[src/rtl/pcc_defs.svh]
`ifndef PCC_DEFS_SVH
`define PCC_DEFS_SVH

// ********************************************************
// Register location and layout
// ********************************************************
`define PCC_REG_ADDR        8'hD7
`define PCC_REG_RESET       8'h03
`define PCC_BIT_HALT        7
`define PCC_BIT_LOCK        6
`define PCC_BIT_RSVD        5
`define PCC_BIT_EA          4
`define PCC_BIT_FAST        3
`define PCC_DIV_RESET       3'h3

// ********************************************************
// Clocking and lock detection
// ********************************************************
`define PCC_XTAL_FREQ_HZ    32768
`define PCC_PLL_MULT        10'h180
`define PCC_MOD_LAST        9'h17F
`define PCC_LOCK_TOL        10'h004
`define PCC_LOCK_TIMEOUT    10'h300
`define PCC_LOCK_GOOD       3'h4
`define PCC_PRESCALE_LAST   7'h7F

`endif

[src/rtl/pcc_pkg.sv]
package pcc_pkg;

  // Lock tracker states, Gray along unlocked -> acquire -> locked
  typedef enum logic [1:0] {
    pcc_st_unlocked = 2'b00,
    pcc_st_acquire  = 2'b01,
    pcc_st_locked   = 2'b11
  } pcc_lock_state_type;

  // Low-bit mask of a divide-by-2^n period
  function automatic logic [6:0] pcc_div_mask(input logic [2:0] code);
    logic [7:0] full;
    full = (8'h01 << code) - 8'h01;
    return full[6:0];
  endfunction

endpackage

[src/rtl/pcc_div_if.sv]
`timescale 1ns/100ps
`default_nettype none

interface pcc_div_if;
  logic [2:0] code_req;
  logic [2:0] code_eff;
  logic       boundary;
  logic       tick;
  logic       mod_tick;

  modport ctl (output code_req, input code_eff, boundary, tick, mod_tick);
  modport div (input code_req, output code_eff, boundary, tick, mod_tick);
endinterface

`default_nettype wire

[src/rtl/pcc_clock_control.sv]
`timescale 1ns/100ps
`default_nettype none
`include "pcc_defs.svh"

// Notes on behaviour
// - PLL tracks 384 times the crystal
// - Core clock is full or binary submultiple
// - Reset core clock is PLL divided by 8
// - Modulator rate equals crystal, synchronous to core
// - Register at D7H, resets 03H, byte only
// - Bit 7 halts crystal during power-down
// - Bit 6 read-only lock indicator
// - Lock reads zero when not tracking
// - Bit 4 returns pin latched at reset
// - Fast option runs interrupts at full clock
// - Divider rate resumes after interrupt return
// - Bits 2:0 divide PLL by 2^n
module pcc_clock_control (
  // Clock and reset (clock is the PLL output)
  input  wire logic       i_clk_sys,
  input  wire logic       i_rst,
  // Special-function register port
  input  wire logic [7:0] i_sfr_addr,
  input  wire logic       i_sfr_wr_en,
  input  wire logic [7:0] i_sfr_wdata,
  output logic      [7:0] o_sfr_rdata,
  output logic            o_sfr_hit,
  // Crystal, pins and core status
  input  wire logic       i_xtal_ref,
  input  wire logic       i_external_access_pin,
  input  wire logic       i_power_down,
  input  wire logic       i_irq_in_service,
  // Clock outputs
  output logic            o_core_tick,
  output logic      [2:0] o_core_divider_code,
  output logic            o_modulator_tick,
  output logic            o_pll_locked,
  output logic            o_xtal_osc_enable,
  output logic            o_interval_counter_run
);

  // ********************************************************
  // Declarations
  // ********************************************************
  pcc_div_if div_link ();

  logic                        crystal_halt_in_sleep_reg;
  logic                        crystal_halt_in_sleep_next;
  logic                        fast_irq_clock_select_reg;
  logic                        fast_irq_clock_select_next;
  logic [2:0]                  core_divider_code_reg;
  logic [2:0]                  core_divider_code_next;
  logic                        latched_ea_reg;
  logic                        latched_ea_next;
  logic                        ea_pending_reg;
  logic                        ea_pending_next;
  logic [7:0]                  rdata_reg;
  logic [7:0]                  rdata_next;
  logic                        osc_en_reg;
  logic                        osc_en_next;
  pcc_pkg::pcc_lock_state_type lock_state_reg;
  pcc_pkg::pcc_lock_state_type lock_state_next;
  logic [9:0]                  period_cnt_reg;
  logic [9:0]                  period_cnt_next;
  logic [2:0]                  good_cnt_reg;
  logic [2:0]                  good_cnt_next;
  logic                        ref_prev_reg;
  logic                        ref_prev_next;
  logic                        addr_hit;
  logic                        write_hit;
  logic                        ref_rise;
  logic                        period_good;
  logic                        timeout;
  logic                        locked;
  logic [9:0]                  period_len;
  logic [7:0]                  reg_image;

  // ********************************************************
  // Core divider
  // ********************************************************
  pcc_core_divider i_pcc_core_divider (
    .i_clk_sys (i_clk_sys),
    .i_rst     (i_rst),
    .div       (div_link.div)
  );

  // Fast interrupt forces code 0 while a handler runs, then falls back
  assign div_link.code_req = (fast_irq_clock_select_reg && i_irq_in_service) ?
                             3'h0 : core_divider_code_reg;

  // ********************************************************
  // Register port
  // ********************************************************
  // Byte address only; no bit-address alias exists for this register
  assign addr_hit  = (i_sfr_addr == `PCC_REG_ADDR);
  assign write_hit = addr_hit && i_sfr_wr_en;
  assign locked    = (lock_state_reg == pcc_pkg::pcc_st_locked);

  // Read image: lock bit is live, reserved bit reads zero
  always_comb begin
    reg_image                 = 8'h00;
    reg_image[`PCC_BIT_HALT]  = crystal_halt_in_sleep_reg;
    reg_image[`PCC_BIT_LOCK]  = locked;
    reg_image[`PCC_BIT_EA]    = latched_ea_reg;
    reg_image[`PCC_BIT_FAST]  = fast_irq_clock_select_reg;
    reg_image[2:0]            = core_divider_code_reg;
  end

  // Write fields; lock, reserved and latched pin bits ignore writes
  always_comb begin
    crystal_halt_in_sleep_next = crystal_halt_in_sleep_reg;
    fast_irq_clock_select_next = fast_irq_clock_select_reg;
    core_divider_code_next     = core_divider_code_reg;
    if (write_hit) begin
      crystal_halt_in_sleep_next = i_sfr_wdata[`PCC_BIT_HALT];
      fast_irq_clock_select_next = i_sfr_wdata[`PCC_BIT_FAST];
      core_divider_code_next     = i_sfr_wdata[2:0];
    end
    rdata_next = addr_hit ? reg_image : 8'h00;
  end

  // Pin level is caught by the first clock after reset release
  always_comb begin
    ea_pending_next = 1'b0;
    latched_ea_next = ea_pending_reg ? i_external_access_pin : latched_ea_reg;
  end

  // Crystal runs in power-down unless the halt bit is set
  always_comb begin
    osc_en_next = !(i_power_down && crystal_halt_in_sleep_reg);
  end

  always_ff @(posedge i_clk_sys or posedge i_rst) begin
    if (i_rst) begin
      crystal_halt_in_sleep_reg <= 1'(`PCC_REG_RESET >> `PCC_BIT_HALT);
      fast_irq_clock_select_reg <= 1'b0;
      core_divider_code_reg     <= `PCC_DIV_RESET;
      latched_ea_reg            <= 1'b0;
      ea_pending_reg            <= 1'b1;
      rdata_reg                 <= 8'h00;
      osc_en_reg                <= 1'b1;
    end else begin
      crystal_halt_in_sleep_reg <= crystal_halt_in_sleep_next;
      fast_irq_clock_select_reg <= fast_irq_clock_select_next;
      core_divider_code_reg     <= core_divider_code_next;
      latched_ea_reg            <= latched_ea_next;
      ea_pending_reg            <= ea_pending_next;
      rdata_reg                 <= rdata_next;
      osc_en_reg                <= osc_en_next;
    end
  end

  // ********************************************************
  // Lock tracker
  // ********************************************************
  // Measures PLL cycles per crystal period; a missing crystal times out
  assign ref_rise    = i_xtal_ref && !ref_prev_reg;
  assign period_len  = period_cnt_reg + 10'h001;
  assign period_good = (period_len >= `PCC_PLL_MULT - `PCC_LOCK_TOL) &&
                       (period_len <= `PCC_PLL_MULT + `PCC_LOCK_TOL);
  assign timeout     = (period_cnt_reg == `PCC_LOCK_TIMEOUT);

  always_comb begin
    ref_prev_next   = i_xtal_ref;
    period_cnt_next = ref_rise ? 10'h000 :
                      (timeout ? period_cnt_reg : period_cnt_reg + 10'h001);
    lock_state_next = lock_state_reg;
    good_cnt_next   = good_cnt_reg;
    if (!osc_en_reg || i_power_down) begin
      // PLL is off in power-down; software must wait for relock
      lock_state_next = pcc_pkg::pcc_st_unlocked;
      good_cnt_next   = 3'h0;
    end else begin
      case (lock_state_reg)
        pcc_pkg::pcc_st_unlocked: begin
          good_cnt_next = 3'h0;
          if (ref_rise) begin
            lock_state_next = pcc_pkg::pcc_st_acquire;
          end
        end
        pcc_pkg::pcc_st_acquire: begin
          if (timeout || (ref_rise && !period_good)) begin
            lock_state_next = pcc_pkg::pcc_st_unlocked;
          end else if (ref_rise) begin
            good_cnt_next = good_cnt_reg + 3'h1;
            if (good_cnt_reg == `PCC_LOCK_GOOD - 3'h1) begin
              lock_state_next = pcc_pkg::pcc_st_locked;
            end
          end
        end
        pcc_pkg::pcc_st_locked: begin
          if (timeout || (ref_rise && !period_good)) begin
            lock_state_next = pcc_pkg::pcc_st_unlocked;
            good_cnt_next   = 3'h0;
          end
        end
        default: begin
          lock_state_next = pcc_pkg::pcc_st_unlocked;
          good_cnt_next   = 3'h0;
        end
      endcase
    end
  end

  always_ff @(posedge i_clk_sys or posedge i_rst) begin
    if (i_rst) begin
      lock_state_reg <= pcc_pkg::pcc_st_unlocked;
      period_cnt_reg <= 10'h000;
      good_cnt_reg   <= 3'h0;
      ref_prev_reg   <= 1'b0;
    end else begin
      lock_state_reg <= lock_state_next;
      period_cnt_reg <= period_cnt_next;
      good_cnt_reg   <= good_cnt_next;
      ref_prev_reg   <= ref_prev_next;
    end
  end

  // ********************************************************
  // Outputs
  // ********************************************************
  assign o_sfr_rdata            = rdata_reg;
  assign o_sfr_hit              = addr_hit;
  assign o_core_tick            = div_link.tick;
  assign o_core_divider_code    = div_link.code_eff;
  assign o_modulator_tick       = div_link.mod_tick;
  assign o_pll_locked           = locked;
  assign o_xtal_osc_enable      = osc_en_reg;
  assign o_interval_counter_run = osc_en_reg;

  // ********************************************************
  // Checks
  // ********************************************************
  logic [8:0] mod_gap_reg;
  logic       mod_seen_reg;
  logic       first_reg;

  // Helper: cycles since the last modulator tick
  always_ff @(posedge i_clk_sys or posedge i_rst) begin
    if (i_rst) begin
      mod_gap_reg  <= 9'h000;
      mod_seen_reg <= 1'b0;
      first_reg    <= 1'b1;
    end else begin
      mod_gap_reg  <= div_link.mod_tick ? 9'h000 : mod_gap_reg + 9'h001;
      mod_seen_reg <= mod_seen_reg || div_link.mod_tick;
      first_reg    <= 1'b0;
    end
  end
endmodule

`default_nettype wire

[src/rtl/pcc_core_divider.sv]
`timescale 1ns/100ps
`default_nettype none
`include "pcc_defs.svh"

module pcc_core_divider (
  // Clock and reset
  input wire logic i_clk_sys,
  input wire logic i_rst,
  // Divider link
  pcc_div_if.div   div
);

  logic [6:0] prescale_reg;
  logic [6:0] prescale_next;
  logic [2:0] code_eff_reg;
  logic [2:0] code_eff_next;
  logic [8:0] mod_cnt_reg;
  logic [8:0] mod_cnt_next;
  logic [6:0] mask;

  // ********************************************************
  // Next-state: prescaler, divider code, modulator counter
  // ********************************************************
  // Code only changes at the coarsest boundary, so no short period appears
  always_comb begin
    prescale_next = prescale_reg + 7'h01;
    code_eff_next = div.boundary ? div.code_req : code_eff_reg;
    mod_cnt_next  = (mod_cnt_reg == `PCC_MOD_LAST) ? 9'h000 : mod_cnt_reg + 9'h001;
  end

  always_ff @(posedge i_clk_sys or posedge i_rst) begin
    if (i_rst) begin
      prescale_reg <= 7'h00;
      code_eff_reg <= `PCC_DIV_RESET;
      mod_cnt_reg  <= 9'h000;
    end else begin
      prescale_reg <= prescale_next;
      code_eff_reg <= code_eff_next;
      mod_cnt_reg  <= mod_cnt_next;
    end
  end

  // Outputs: tick closes each 2^n period
  assign mask          = pcc_pkg::pcc_div_mask(code_eff_reg);
  assign div.boundary  = (prescale_reg == `PCC_PRESCALE_LAST);
  assign div.tick      = ((prescale_reg & mask) == mask);
  assign div.code_eff  = code_eff_reg;
  assign div.mod_tick  = (mod_cnt_reg == `PCC_MOD_LAST);
endmodule

`default_nettype wire

[config.mk]
export PLATFORM = sky130hd
export DESIGN_NAME = pcc_clock_control
export DESIGN_NICKNAME = d
export VERILOG_FILES = /design/src/rtl/pcc_pkg.sv /design/src/rtl/pcc_div_if.sv /design/src/rtl/pcc_clock_control.sv /design/src/rtl/pcc_core_divider.sv
export VERILOG_INCLUDE_DIRS = /design/src /design/src/rtl
export SDC_FILE = /design/constraint.sdc
export NUM_CORES = 1
export LEC_CHECK = 0
export BUFFER_PORTS_ARGS = -buffer_cell sky130_fd_sc_hd__buf_2
export CORE_ASPECT_RATIO = 1.2
export CORE_MARGIN = 2
export CORE_UTILIZATION = 35
export CTS_CLUSTER_SIZE = 20
export DETAILED_ROUTE_END_ITERATION = 16
export PLACE_DENSITY = 0.51
export SKIP_LAST_GASP = 1
export SYNTH_ARGS = -nofsm -noshare
export SYNTH_HDL_FRONTEND = slang
export SYNTH_SLANG_ARGS = --single-unit
export TNS_END_PERCENT = 20
[constraint.sdc]
create_clock -name i_clk_sys -period 6 [get_ports i_clk_sys]
set_input_delay 0.6 -clock i_clk_sys [delete_from_list [all_inputs] [get_ports i_clk_sys]]
set_output_delay 0.6 -clock i_clk_sys [all_outputs]
set_load 0.005 [all_outputs]
### Word-level counts from Yosys, hierarchy flattened

Cells that the tools add are included.

* bits in registers: 51
* input bits: 23
* logic and storage cells: 70

* $add $sub $neg: 5
* order comparisons: 2
* eq/ne operators: 15
* shifts and indexed selects: 1
* mux-type cells: 17
* bitwise gates (word level): 1
* reduce and logical (&&, ||, !) cells: 15

Operators with widths (number)
* 10-bit two-way mux: 2
* 3-bit two-way mux: 5
* 2-bit two-way mux: 6
* 10-bit by 1-bit adder with 10-bit output (second input constant): 1
* 10-bit equality test (second input constant): 1
* 10-bit by 9-bit >= comparator with 1-bit output (second input constant): 1
* 10-bit by 9-bit less-or-equal comparator with 1-bit output (second input constant): 1
* 9-bit by 1-bit adder with 9-bit output (second input constant): 1
* 9-bit equality test (second input constant): 1
* 9-bit two-way mux: 1
* 3-bit != test (second input constant): 3
* 8-bit equality test (second input constant): 1
* 8-bit two-way mux: 1
* 4-bit != test (second input constant): 2
* 7-bit by 1-bit adder with 7-bit output (second input constant): 1
* 7-bit AND: 1
* 7-bit equality test: 1
* 7-bit equality test (second input constant): 1
* 1-bit by 3-bit left shift with 7-bit output (first input constant): 1
* 7-bit by 1-bit subtractor with 7-bit output (second input constant): 1
* 1-bit logical AND: 6
* 2-bit one-hot mux with 3 select lines: 1
* 3-bit one-hot mux with 2 select lines: 1
* 1-bit logical NOT: 4
* 10 further kinds: 11

### Depth between registers and ports, before layout

Gate-level depths: netlist of the first run.

* word-level depth: 9
* gate-level depth with buffers: 8

### Modules after synthesis

From an unflattened synthesis of the first run, not the netlist that was laid out.

* cell total of the unflattened synthesis: 246
* area total of the unflattened synthesis: 2562.5 um^2

By module, submodules not included
* pcc_clock_control: times used 1, cells each 171, area each 1711.6 um^2
* pcc_core_divider: times used 1, cells each 75, area each 850.8 um^2

### Least setup slack after synthesis of the first run

Ideal clock, no wire load.

* path type: register to register
* start point: register period_cnt_reg[0]
* end point: register good_cnt_reg[1]
* setup time: 0.092 ns
* arrival time: 2.151 ns
* path slack: 3.758 ns
* stages on the path, launching flop included: 9
* path through: dfrtp_1 ha_1 buf_6 and4_1 or4_4 a21oi_2 nor2_1 o211a_1 o31ai_2

* word-level cells in the longest chain between the ends: 8
* elaborated cells between the ends (all ways): 11

Ends and longest elaborated chain
* from (decl): RTL line pcc_clock_control.sv:63 `logic [9:0] period_cnt_reg;`
* from (signal assigned): RTL line pcc_clock_control.sv:213 `period_cnt_reg <= period_cnt_next;`
* 10-bit by 1-bit adder with 10-bit output: RTL line pcc_clock_control.sv:158 `assign period_len = period_cnt_reg + 10'h001;`
* 10-bit by 9-bit >= comparator with 1-bit output (no source line) / 10-bit by 9-bit less-or-equal comparator with 1-bit output (equally long branches)
* 1-bit logical AND: RTL line pcc_clock_control.sv:159 `` assign period_good = (period_len >= `PCC_PLL_MULT - `PCC_LOCK_TOL) && ``
* 1-bit logical NOT: RTL line pcc_clock_control.sv:182, pcc_clock_control.sv:192
* 1-bit logical AND: RTL line pcc_clock_control.sv:182, pcc_clock_control.sv:192
* 1-bit logical OR *: RTL line pcc_clock_control.sv:182, pcc_clock_control.sv:192
* 3-bit != test (no source line) / 3-bit by 1-bit != test with 1-bit output (equally long branches)
* 3-bit AND reduction (no source line) *
* to (signal assigned): RTL line pcc_clock_control.sv:214 `good_cnt_reg <= good_cnt_next;`
* to (decl): RTL line pcc_clock_control.sv:65 `logic [2:0] good_cnt_reg;`

Every way passes the cells marked *; elsewhere a longest branch is shown, timed or not.
A chain may end at the register's enable or synchronous reset.

### Final worst setup path of the first run

* start point: register i_pcc_core_divider.mod_cnt_reg[0]
* end point: output port o_modulator_tick

* word-level cells in the longest chain between the ends: 1

Ends and longest elaborated chain
* from (decl): RTL line pcc_core_divider.sv:17 `logic [8:0] mod_cnt_reg;`
* from (signal assigned): RTL line pcc_core_divider.sv:39 `mod_cnt_reg <= mod_cnt_next;`
* 9-bit equality test (no source line)
* to (decl): RTL line pcc_clock_control.sv:36 `output logic o_modulator_tick,`

Every way passes these cells.

==> results of run 1 <==
==> worst max-delay path, delay by kind of cell (launching register included) <==
family        cells  cell delay [ns]
simple gates      2             0.75
fa+ha+maj         1             0.24
flops             1             0.40
buf+inv           1             0.23
==> per-layer routing <==
metal | up-vias | GRT usage | routed length (um)
met5 | - | 0 | 0
met4 | 0 | 0.0551 | 91
met3 | 9 | 0.0362 | 213
met2 | 36 | 0.203 | 2290
met1 | 910 | 0.183 | 2230
li1 | 914 | - | -
==> cells by family after synthesis <==
family / after synthesis / share of synthesized area
flops: 50 / 0.493
mux: 7 / 0.0304
compound gates: 40 / 0.114
simple gates: 102 / 0.224
other cells: 1 / 0.00147
buf+inv: 20 / 0.0451
xor+xnor: 17 / 0.0583
fa+ha+maj: 7 / 0.0343
==> how the worst max path moves through the flow <==
| stage | endpoint | slack (ns) | depth (start not counted) |
|---|---|---|---|
| 5_1_grt | o_modulator_tick | 3.23 | 4 |
| 2_1_floorplan | good_cnt_reg[1] | 3.76 | 8 |
| 3_5_place_dp | good_cnt_reg[1] | 3.55 | 7 |
| 4_1_cts | o_modulator_tick | 3.43 | 4 |
| 6_report | o_modulator_tick | 3.48 | 4 |
| 3_3_place_gp | good_cnt_reg[1] | 3.54 | 7 |
==> placed cells by master (no fill, tap or decap), types with 4 or more instances in the layout <==
master and n:
dfrtp_1 44, buf_2 35, nor2_1 24, nand2_1 18
o21ai_0 11, and2_1 11, xnor2_1 10, inv_1 9
nand3_1 8, xor2_1 7, ha_1 7, and3_1 6
mux2_2 6, dfstp_2 6, nor2b_1 5, nand2b_1 5
clkbuf_8 5, a21oi_1 4, a211oi_1 4
==> power by group through the flow <==
stage / logic (W) / registers (W) / clock network (W)
floorplan: 0.0000974 / 0.000368 / 0
global placement: 0.0000881 / 0.000387 / 0
detailed placement: 0.0000890 / 0.000387 / 0
CTS: 0.0000896 / 0.000381 / 0.000248
global route: 0.000103 / 0.000385 / 0.000262
finish: 0.0000879 / 0.000380 / 0.000235
==> layout make-up <==
| cell class | count | area (um^2) |
|---|---|---|
| fillers | 725 | 4270 |
| flip-flops and latches | 50 | 1260 |
| multi-input cells | 175 | 1180 |
| repair buffers | 35 | 175 |
| well taps | 90 | 113 |
| clock buffers | 6 | 72.6 |
| clock inverters | 2 | 37.5 |
| inverters | 10 | 37.5 |
==> synthesized netlist by cell type (2+ instances only) <==
cell type  number  share of area
dfrtp_1        44           0.43
nor2_1         24          0.035
nand2_1        18          0.026
and2_1         11          0.027
o21ai_0        11          0.022
inv_1          10          0.015
xnor2_1        10          0.034
nand3_1         8          0.016
ha_1            7          0.034
xor2_1          7          0.024
and3_1          6          0.015
dfstp_2         6          0.062
mux2_2          6          0.026
nand2b_1        5          0.012
nor2b_1         5          0.012
a211oi_1        4          0.012
a21oi_1         4         0.0078
buf_4           4          0.012
buf_6           3          0.013
nand4_1         3         0.0073
nor3_1          3         0.0059
o211ai_1        3         0.0088
or3_1           3         0.0073
buf_2           2         0.0039
nand4b_1        2         0.0069
nor4_1          2         0.0049
o2bb2ai_1       2         0.0069
or4_4           2         0.0088
==> metrics by stage <==
step	util	instance area, um^2	instances	power (W)	setup WS, ns
floorplan	-	2560	245	0.000465	3.76
detailed placement	0.387	2770	360	0.000476	3.55
CTS	0.403	2880	368	0.000718	3.43
finish	0.403	2880	368	0.000703	3.48
global placement	0.387	2770	360	0.000475	3.54
global route	0.403	2880	368	0.000750	3.23
==> results.ini, run 1 <==
[status]
outcome = completed

[min_path]
whs_endpoint = ref_prev_reg
min_path_cells = 1
hp-class = input port to flop
hold_start = i_xtal_ref

[flow_run]
maxCapViolations = 0

[power]
switching_power_w = 0.000186
pwr-share-comb = 0.125
ir_drop_uv = 100
p_clk_frac = 0.334
leakage_nw = 1.33
power.density_mw_per_mm2 = 244
sw_frac_of_total = 0.265
p_seq_frac = 0.541
internal_power_w = 0.000517

[timing]
rsz0062_at_grt = false
maxSlewViolCount = 0
final_min_period_over_clock_period = 0.421
finalHoldViolCount = 0
worst-slew-pin-transition_ns = 1.02
setup-tns-final_ns = 0
min_period_ns = 2.52
slew_headroom = 0.317
setup_viol = 0
fmax_mhz = 396
fin_skew_ns = 0.00921
whs_ns = 0.413

[cells_and_area]
nets = 307
largest_reg_flops = 10
layout-drive-gt1-share = 0.230
antenna_cells = 0
area_growth_pct = 12.7

[place]
place_hpwl_mm = 3.39
gp_congestion = 0.757
portBuffers = 35

[route]
firstDrtPassIters = 4
vias_per_cell = 5.08
route.detailed.wl_per_inst_um = 13.1
drtIter0Drc = 67
drt.antenna.violating_nets = 0
routed_wl_mm = 4.82
route.detailed.drc = 0
num_vias = 1869

[synth]
synth_area_mm2 = 0.00255
synth_edf_count = 0
synth_cell_types = 57
avgSynthCellArea_um2 = 10.5
synthArstFlopShare = 1.00
synth_seq_area_share = 0.493
synthesis.instances = 244
ys.flop_type = dfrtp_1
synth_seq_cells = 50
yosysWarnings = 0

[clock_tree]
clock_path_buffers = 2
cts_tree = yes
htreeDepth = 2
numCtsBuffers = 5
cts-resized-gates = 0
cts.sinks = 50
root_buffer = clkbuf_8
ctsHoldBuffers = 0
clock_latency_ns = 0.30
cts.clk_slew.worst_paths_ns = 0.09
post_cts_buffers = 0

[die]
io_pins = 40
start_util = 0.357
die_width_um = 82.0
dieArea_mm2 = 0.00800
rows = 34
core_mm2 = 0.00715
dieHeight_um = 97.6

[worst_setup_path]
cp_max_fo = 6
worstPathCellList = ha_1, nand4_1, nor3b_1, buf_2
r2r-end = good_cnt_reg[1]
crit_type = flop to primary output
crit_start = i_pcc_core_divider.mod_cnt_reg[0]
end_kind = primary output
timing.rr.start = period_cnt_reg[1]
rrSetupSlack_ns = 3.53
crit_path_top_delay_cell = nor3b_1
r2r_cells = 7
cp.required_ns = 5.40
start_kind = flop
arrival_ns = 1.92
critPathMaxStageDelay_ns = 0.60

[global_routing]
grt_max_degree = 51
grt_pass1_wl_mm = 8.56
antenna_found_initial = 0
grt_overflow = 0
track_usage = 0.135
grt_pass1_vias = 1824

No activity file was read; power rests on OpenSTA's default activity.
==> run 2: changes to the inputs <==
- PLACE_DENSITY: 0.51 -> 0.53
- clock period: 6 -> 2.3 ns (I/O delays scaled with it)
==> run 2 against run 1 <==
- count of clock-buffer cells in the layout rose by 1
- critical path depth rose by 3
- register-to-register slack got worse by 3.4 ns
- utilization rose by 1.7 points
- cell count rose by 4.1%
- critical path type is now flop to flop
- critical endpoint is now good_cnt_reg[1]
- highest routed layer unchanged
==> results.ini, run 2 (synthesis results as in run 1) <==
[status]
outcome = completed

[worst_setup_path]
arrival_ns = 2.38  ; +0.46 ns
end_kind = flop
critPathBufInv = 0  ; -1
cp.required_ns = 2.51  ; -2.89 ns
r2r-end = good_cnt_reg[1]
crit_path_top_delay_cell = or4_4
crit_family = simple AND/OR/NAND/NOR gates
critPathMaxStageDelay_ns = 0.53  ; -0.07 ns
worstPathCellList = ha_1, and4_1, or4_4, a21oi_4, nor2_1, o211a_1, o31ai_2
cp_max_fo = 3  ; -3
start_kind = flop
rrSetupSlack_ns = 0.13  ; -3.40 ns
r2r_cells = 7  ; unchanged
crit_start = period_cnt_reg[0]
timing.rr.start = period_cnt_reg[0]
crit_type = flop to flop

[timing]
rsz0062_at_grt = false
whs_ns = 0.0421  ; -0.371 ns
maxSlewViolCount = 0  ; unchanged
worst-slew-pin-transition_ns = 0.615  ; -0.409 ns
setup-tns-final_ns = 0  ; unchanged
final_min_period_over_clock_period = 0.943
min_period_ns = 2.17
setup_viol = 0  ; unchanged
fmax_mhz = 461
slew_headroom = 0.590  ; +0.273
fin_skew_ns = 0.00771  ; -0.00150 ns
finalHoldViolCount = 0  ; unchanged

[clock_tree]
htreeDepth = 2  ; unchanged
root_buffer = clkbuf_8
clock_latency_ns = 0.30  ; about the same
post_cts_buffers = 0  ; unchanged
cts.clk_slew.worst_paths_ns = 0.09  ; about the same
cts_tree = yes
cts.sinks = 50  ; unchanged
clock_path_buffers = 2  ; unchanged
numCtsBuffers = 5  ; unchanged

[route]
num_vias = 1901  ; +1.7%
route.detailed.drc = 0  ; unchanged
drt.antenna.violating_nets = 0  ; unchanged
routed_wl_mm = 4.86  ; +0.85%
firstDrtPassIters = 4  ; unchanged
vias_per_cell = 4.96  ; -2.3%
route.detailed.wl_per_inst_um = 12.7  ; -3.1%
drtIter0Drc = 74  ; +10%

[cells_and_area]
final_cell_mix = 44 x dfrtp_1, 35 x buf_2, 24 x nor2_1
area_growth_pct = 17.5
nets = 322  ; +4.9%
final_util = 0.420  ; +0.0172
final_common_cell = dfrtp_1
num-fill-cells = 708  ; -2.3%
antenna_cells = 0  ; unchanged
fin_area_mm2 = 0.00300  ; +4.3%
largest_reg_flops = 10  ; unchanged
layout-drive-gt1-share = 0.270  ; +0.0394

[place]
portBuffers = 35  ; unchanged
place_area_mm2 = 0.00288  ; +4.1%
gp_congestion = 0.759  ; +0.25%
place_hpwl_mm = 3.55  ; +4.7%

[global_routing]
grt_max_degree = 51  ; unchanged
antenna_found_initial = 0  ; unchanged
track_usage = 0.133  ; -0.00277
grt_pass1_wl_mm = 8.42  ; -1.6%
grt_pass1_vias = 1874  ; +2.7%
grt_overflow = 0  ; unchanged

[flow_run]
maxCapViolations = 0  ; unchanged

[power]
internal_power_w = 0.00139  ; +170%
sw_frac_of_total = 0.261  ; -0.00337
power.density_mw_per_mm2 = 628  ; +160%
p_seq_frac = 0.508  ; -0.033
leakage_nw = 1.41  ; +5.9%
ir_drop_uv = 293  ; +190%
p_clk_frac = 0.322  ; -0.012
switching_power_w = 0.000492  ; +160%
pwr-share-comb = 0.170  ; +0.045

[die]
dieHeight_um = 97.6  ; unchanged
dieArea_mm2 = 0.00800  ; unchanged
start_util = 0.357  ; unchanged
io_pins = 40  ; unchanged
die_width_um = 82.0  ; unchanged
core_mm2 = 0.00715  ; unchanged
rows = 34  ; unchanged

[min_path]
min_path_cells = 1  ; unchanged
hold_start = i_xtal_ref
hp-class = input port to flop
whs_endpoint = ref_prev_reg

-- run 2: how the worst max path moves through the flow --
| stage | endpoint | slack [ns] | depth (start not counted) |
|---|---|---|---|
| floorplan | good_cnt_reg[1] | 0.06 | 8 |
| global placement | good_cnt_reg[1] | 0.15 | 7 |
| CTS | good_cnt_reg[1] | 0.10 | 7 |
| finish | good_cnt_reg[1] | 0.13 | 7 |
| detailed placement | good_cnt_reg[1] | 0.12 | 7 |
| global route | good_cnt_reg[1] | 0.003 | 8 |
-- run 2: power groups by stage --
stage               Combinational, W  Clock (W)  Sequential (W)
finish                      0.000320   0.000607        0.000958
global route                0.000361   0.000664        0.000964
CTS                         0.000321   0.000634        0.000958
global placement            0.000315          0        0.000974
floorplan                   0.000254          0        0.000959
detailed placement          0.000319          0        0.000975
-- run 2: routing by layer --
metal	vias to the layer above	track usage	wire (um)	part of all wire
li1	937	-	-	-
met1	918	0.170	2160	0.44
met2	39	0.220	2440	0.50
met3	7	0.0288	202	0.042
met4	0	0.0410	61	0.013
met5	-	0	0	0
-- run 2: cell type report --
class	count	area, um^2	area share
Multi-Input combinational cell	175	1200	0.399
Sequential cell	50	1260	0.419
Inverter	10	37.5	0.0125
Tap cell	90	113	0.0375
Clock inverter	1	30.0	0.0100
Timing Repair Buffer	50	288	0.0959
Clock buffer	7	76.3	0.0254
-- run 2: metrics by stage --
step | setup WS, ns | power [W] | std cells
detailed placement | 0.119 | 0.00129 | 375
global placement | 0.153 | 0.00129 | 375
floorplan | 0.0576 | 0.00121 | 245
global route | 0.00330 | 0.00199 | 383
CTS | 0.104 | 0.00191 | 383
finish | 0.132 | 0.00189 | 383
-- run 2: repair_timing --
item / CTS / global route
setup endpoints to repair: 0 / 1
hold buffers: 0 / 0
resized for setup: 0 / 2
==> run 3: changes to the inputs <==
- MAX_ROUTING_LAYER: not set -> met4
- SETUP_SLACK_MARGIN: not set -> 0.5
==> run 3 against run 2 <==
- global-route usage is 0.35 points higher
- non-clock buffer count rose by 7
- register-to-register slack better by 0.04 ns
- clock skew rose by 0.0018 ns
- critical endpoint is now good_cnt_reg[0]
==> results.ini, run 3 (synthesis results as in run 1) <==
[power]
ir_drop_uv = 313  ; +6.6%
power.density_mw_per_mm2 = 634  ; +0.90%
leakage_nw = 1.43  ; +1.7%

[route]
firstDrtPassIters = 4  ; unchanged
route.detailed.drc = 0  ; unchanged
num_vias = 1927  ; +1.4%
route.detailed.wl_per_inst_um = 13.0  ; +2.1%
drtIter0Drc = 52  ; -30%
routed_wl_mm = 5.05  ; +4.0%
vias_per_cell = 4.94  ; -0.45%
drt.antenna.violating_nets = 0  ; unchanged

[worst_setup_path]
worstPathCellList = buf_6, ha_2, nor4bb_1, a22oi_1, o221ai_2, a32oi_4, o211a_1, o2bb2ai_1
start_kind = flop
crit_path_top_delay_cell = dfrtp_2
end_kind = flop
timing.rr.start = period_cnt_reg[0]
cp_max_fo = 7  ; +4
arrival_ns = 2.31  ; -0.07 ns
crit_type = flop to flop
r2r_cells = 8  ; +1
critPathBufInv = 1  ; +1
critPathMaxStageDelay_ns = 0.45  ; -0.08 ns
cp.depth = 8  ; +1
cp.required_ns = 2.48  ; -0.03 ns
crit_start = period_cnt_reg[0]
crit_family = compound AO/OA/AOI/OAI gates

[clock_tree]
clock_latency_ns = 0.30  ; about the same
cts.sinks = 50  ; unchanged
cts_tree = yes
clock_path_buffers = 2  ; unchanged
root_buffer = clkbuf_8
cts.clk_slew.worst_paths_ns = 0.10  ; about the same
numCtsBuffers = 5  ; unchanged
htreeDepth = 2  ; unchanged

[cells_and_area]
largest_reg_flops = 10  ; unchanged
area_growth_pct = 21.9
final_cell_mix = 40 x dfrtp_1, 35 x buf_2, 22 x nor2_1
nets = 329  ; +2.2%
layout-drive-gt1-share = 0.323  ; +0.0537
antenna_cells = 0  ; unchanged
num-fill-cells = 693  ; -2.1%
final_common_cell = dfrtp_1

[die]
rows = 34  ; unchanged
die_width_um = 82.0  ; unchanged
start_util = 0.357  ; unchanged
io_pins = 40  ; unchanged
dieHeight_um = 97.6  ; unchanged
core_mm2 = 0.00715  ; unchanged
dieArea_mm2 = 0.00800  ; unchanged

[global_routing]
grt_overflow = 0  ; unchanged
grt_pass1_vias = 1861  ; -0.69%
grt_pass1_wl_mm = 8.44  ; +0.24%
grt_max_degree = 39  ; -24%
antenna_found_initial = 0  ; unchanged
track_usage = 0.136  ; +0.00351

[timing]
fin_skew_ns = 0.00956  ; +0.00185 ns
whs_ns = 0.0478  ; +0.00575 ns
setup-tns-final_ns = 0  ; unchanged
finalHoldViolCount = 0  ; unchanged
fmax_mhz = 470  ; +1.9%
maxSlewViolCount = 0  ; unchanged
setup_viol = 0  ; unchanged
slew_headroom = 0.476  ; -0.114
min_period_ns = 2.13  ; -0.0397 ns
worst-slew-pin-transition_ns = 0.784  ; +0.169 ns
rsz0062_at_grt = true
final_min_period_over_clock_period = 0.925  ; -0.0173

[flow_run]
maxCapViolations = 0  ; unchanged

[place]
place_hpwl_mm = 3.53  ; -0.33%
gp_congestion = 0.791  ; +4.3%
portBuffers = 35  ; unchanged

[min_path]
hold_start = i_xtal_ref
min_path_cells = 1  ; unchanged
hp-class = input port to flop

[status]
outcome = completed

[run 3: final cells by class]
class,instances,area (um^2),area share
Inverter,10,37.5,0.0120
Timing Repair Buffer,57,344,0.110
Sequential cell,50,1260,0.406
Clock inverter,2,37.5,0.0120
Tap cell,90,113,0.0361
Multi-Input combinational cell,175,1250,0.400
Clock buffer,6,72.6,0.0233
[run 3: path summary, 6_finish.rpt]
kind | to | slack (ns)
min in group asynchronous | i_pcc_core_divider.mod_cnt_reg[3] | 0.07
min reg2reg | o_interval_counter_run | 0.42
max | good_cnt_reg[0] | 0.17
max reg2reg | good_cnt_reg[0] | 0.17
min | ref_prev_reg | 0.05
max in group asynchronous | i_pcc_core_divider.prescale_reg[5] | 1.56
[run 3: timing repair]
item | 4_1_cts | 5_1_grt
pin swaps | 8 | 2
hold buffers | 0 | 0
endpoints found under the setup margin | 13 | 13
gates cloned | 0 | 0
buffers inserted | 9 | 2
resized for setup | 9 | 2
[run 3: per-stage QoR]
step                       util  cells  power, W  cell area (um^2)  setup slack (ns)
after detailed placement  0.401    371   0.00128              2870             0.152
after floorplan               -    245   0.00122              2580             0.196
after global routing      0.436    390   0.00207              3120             0.120
after CTS                 0.432    388   0.00199              3090             0.215
final                     0.436    390   0.00197              3120             0.172
after global placement    0.401    371   0.00128              2870             0.143
[run 3: report_power, final]
group | switching, W | leakage (nW) | internal [W] | total (W)
sequential | 0.0000562 | 0.627 | 0.000919 | 0.000975
clock | 0.000289 | 0.0514 | 0.000325 | 0.000613
combinational | 0.000191 | 0.756 | 0.000194 | 0.000386
[run 3: routing by layer]
| metal | GRT usage | wire length, um |
|---|---|---|
| met5 | - | 0 |
| met4 | 0.0462 | 87 |
| met3 | 0.0335 | 223 |
| met2 | 0.216 | 2520 |
| met1 | 0.168 | 2220 |
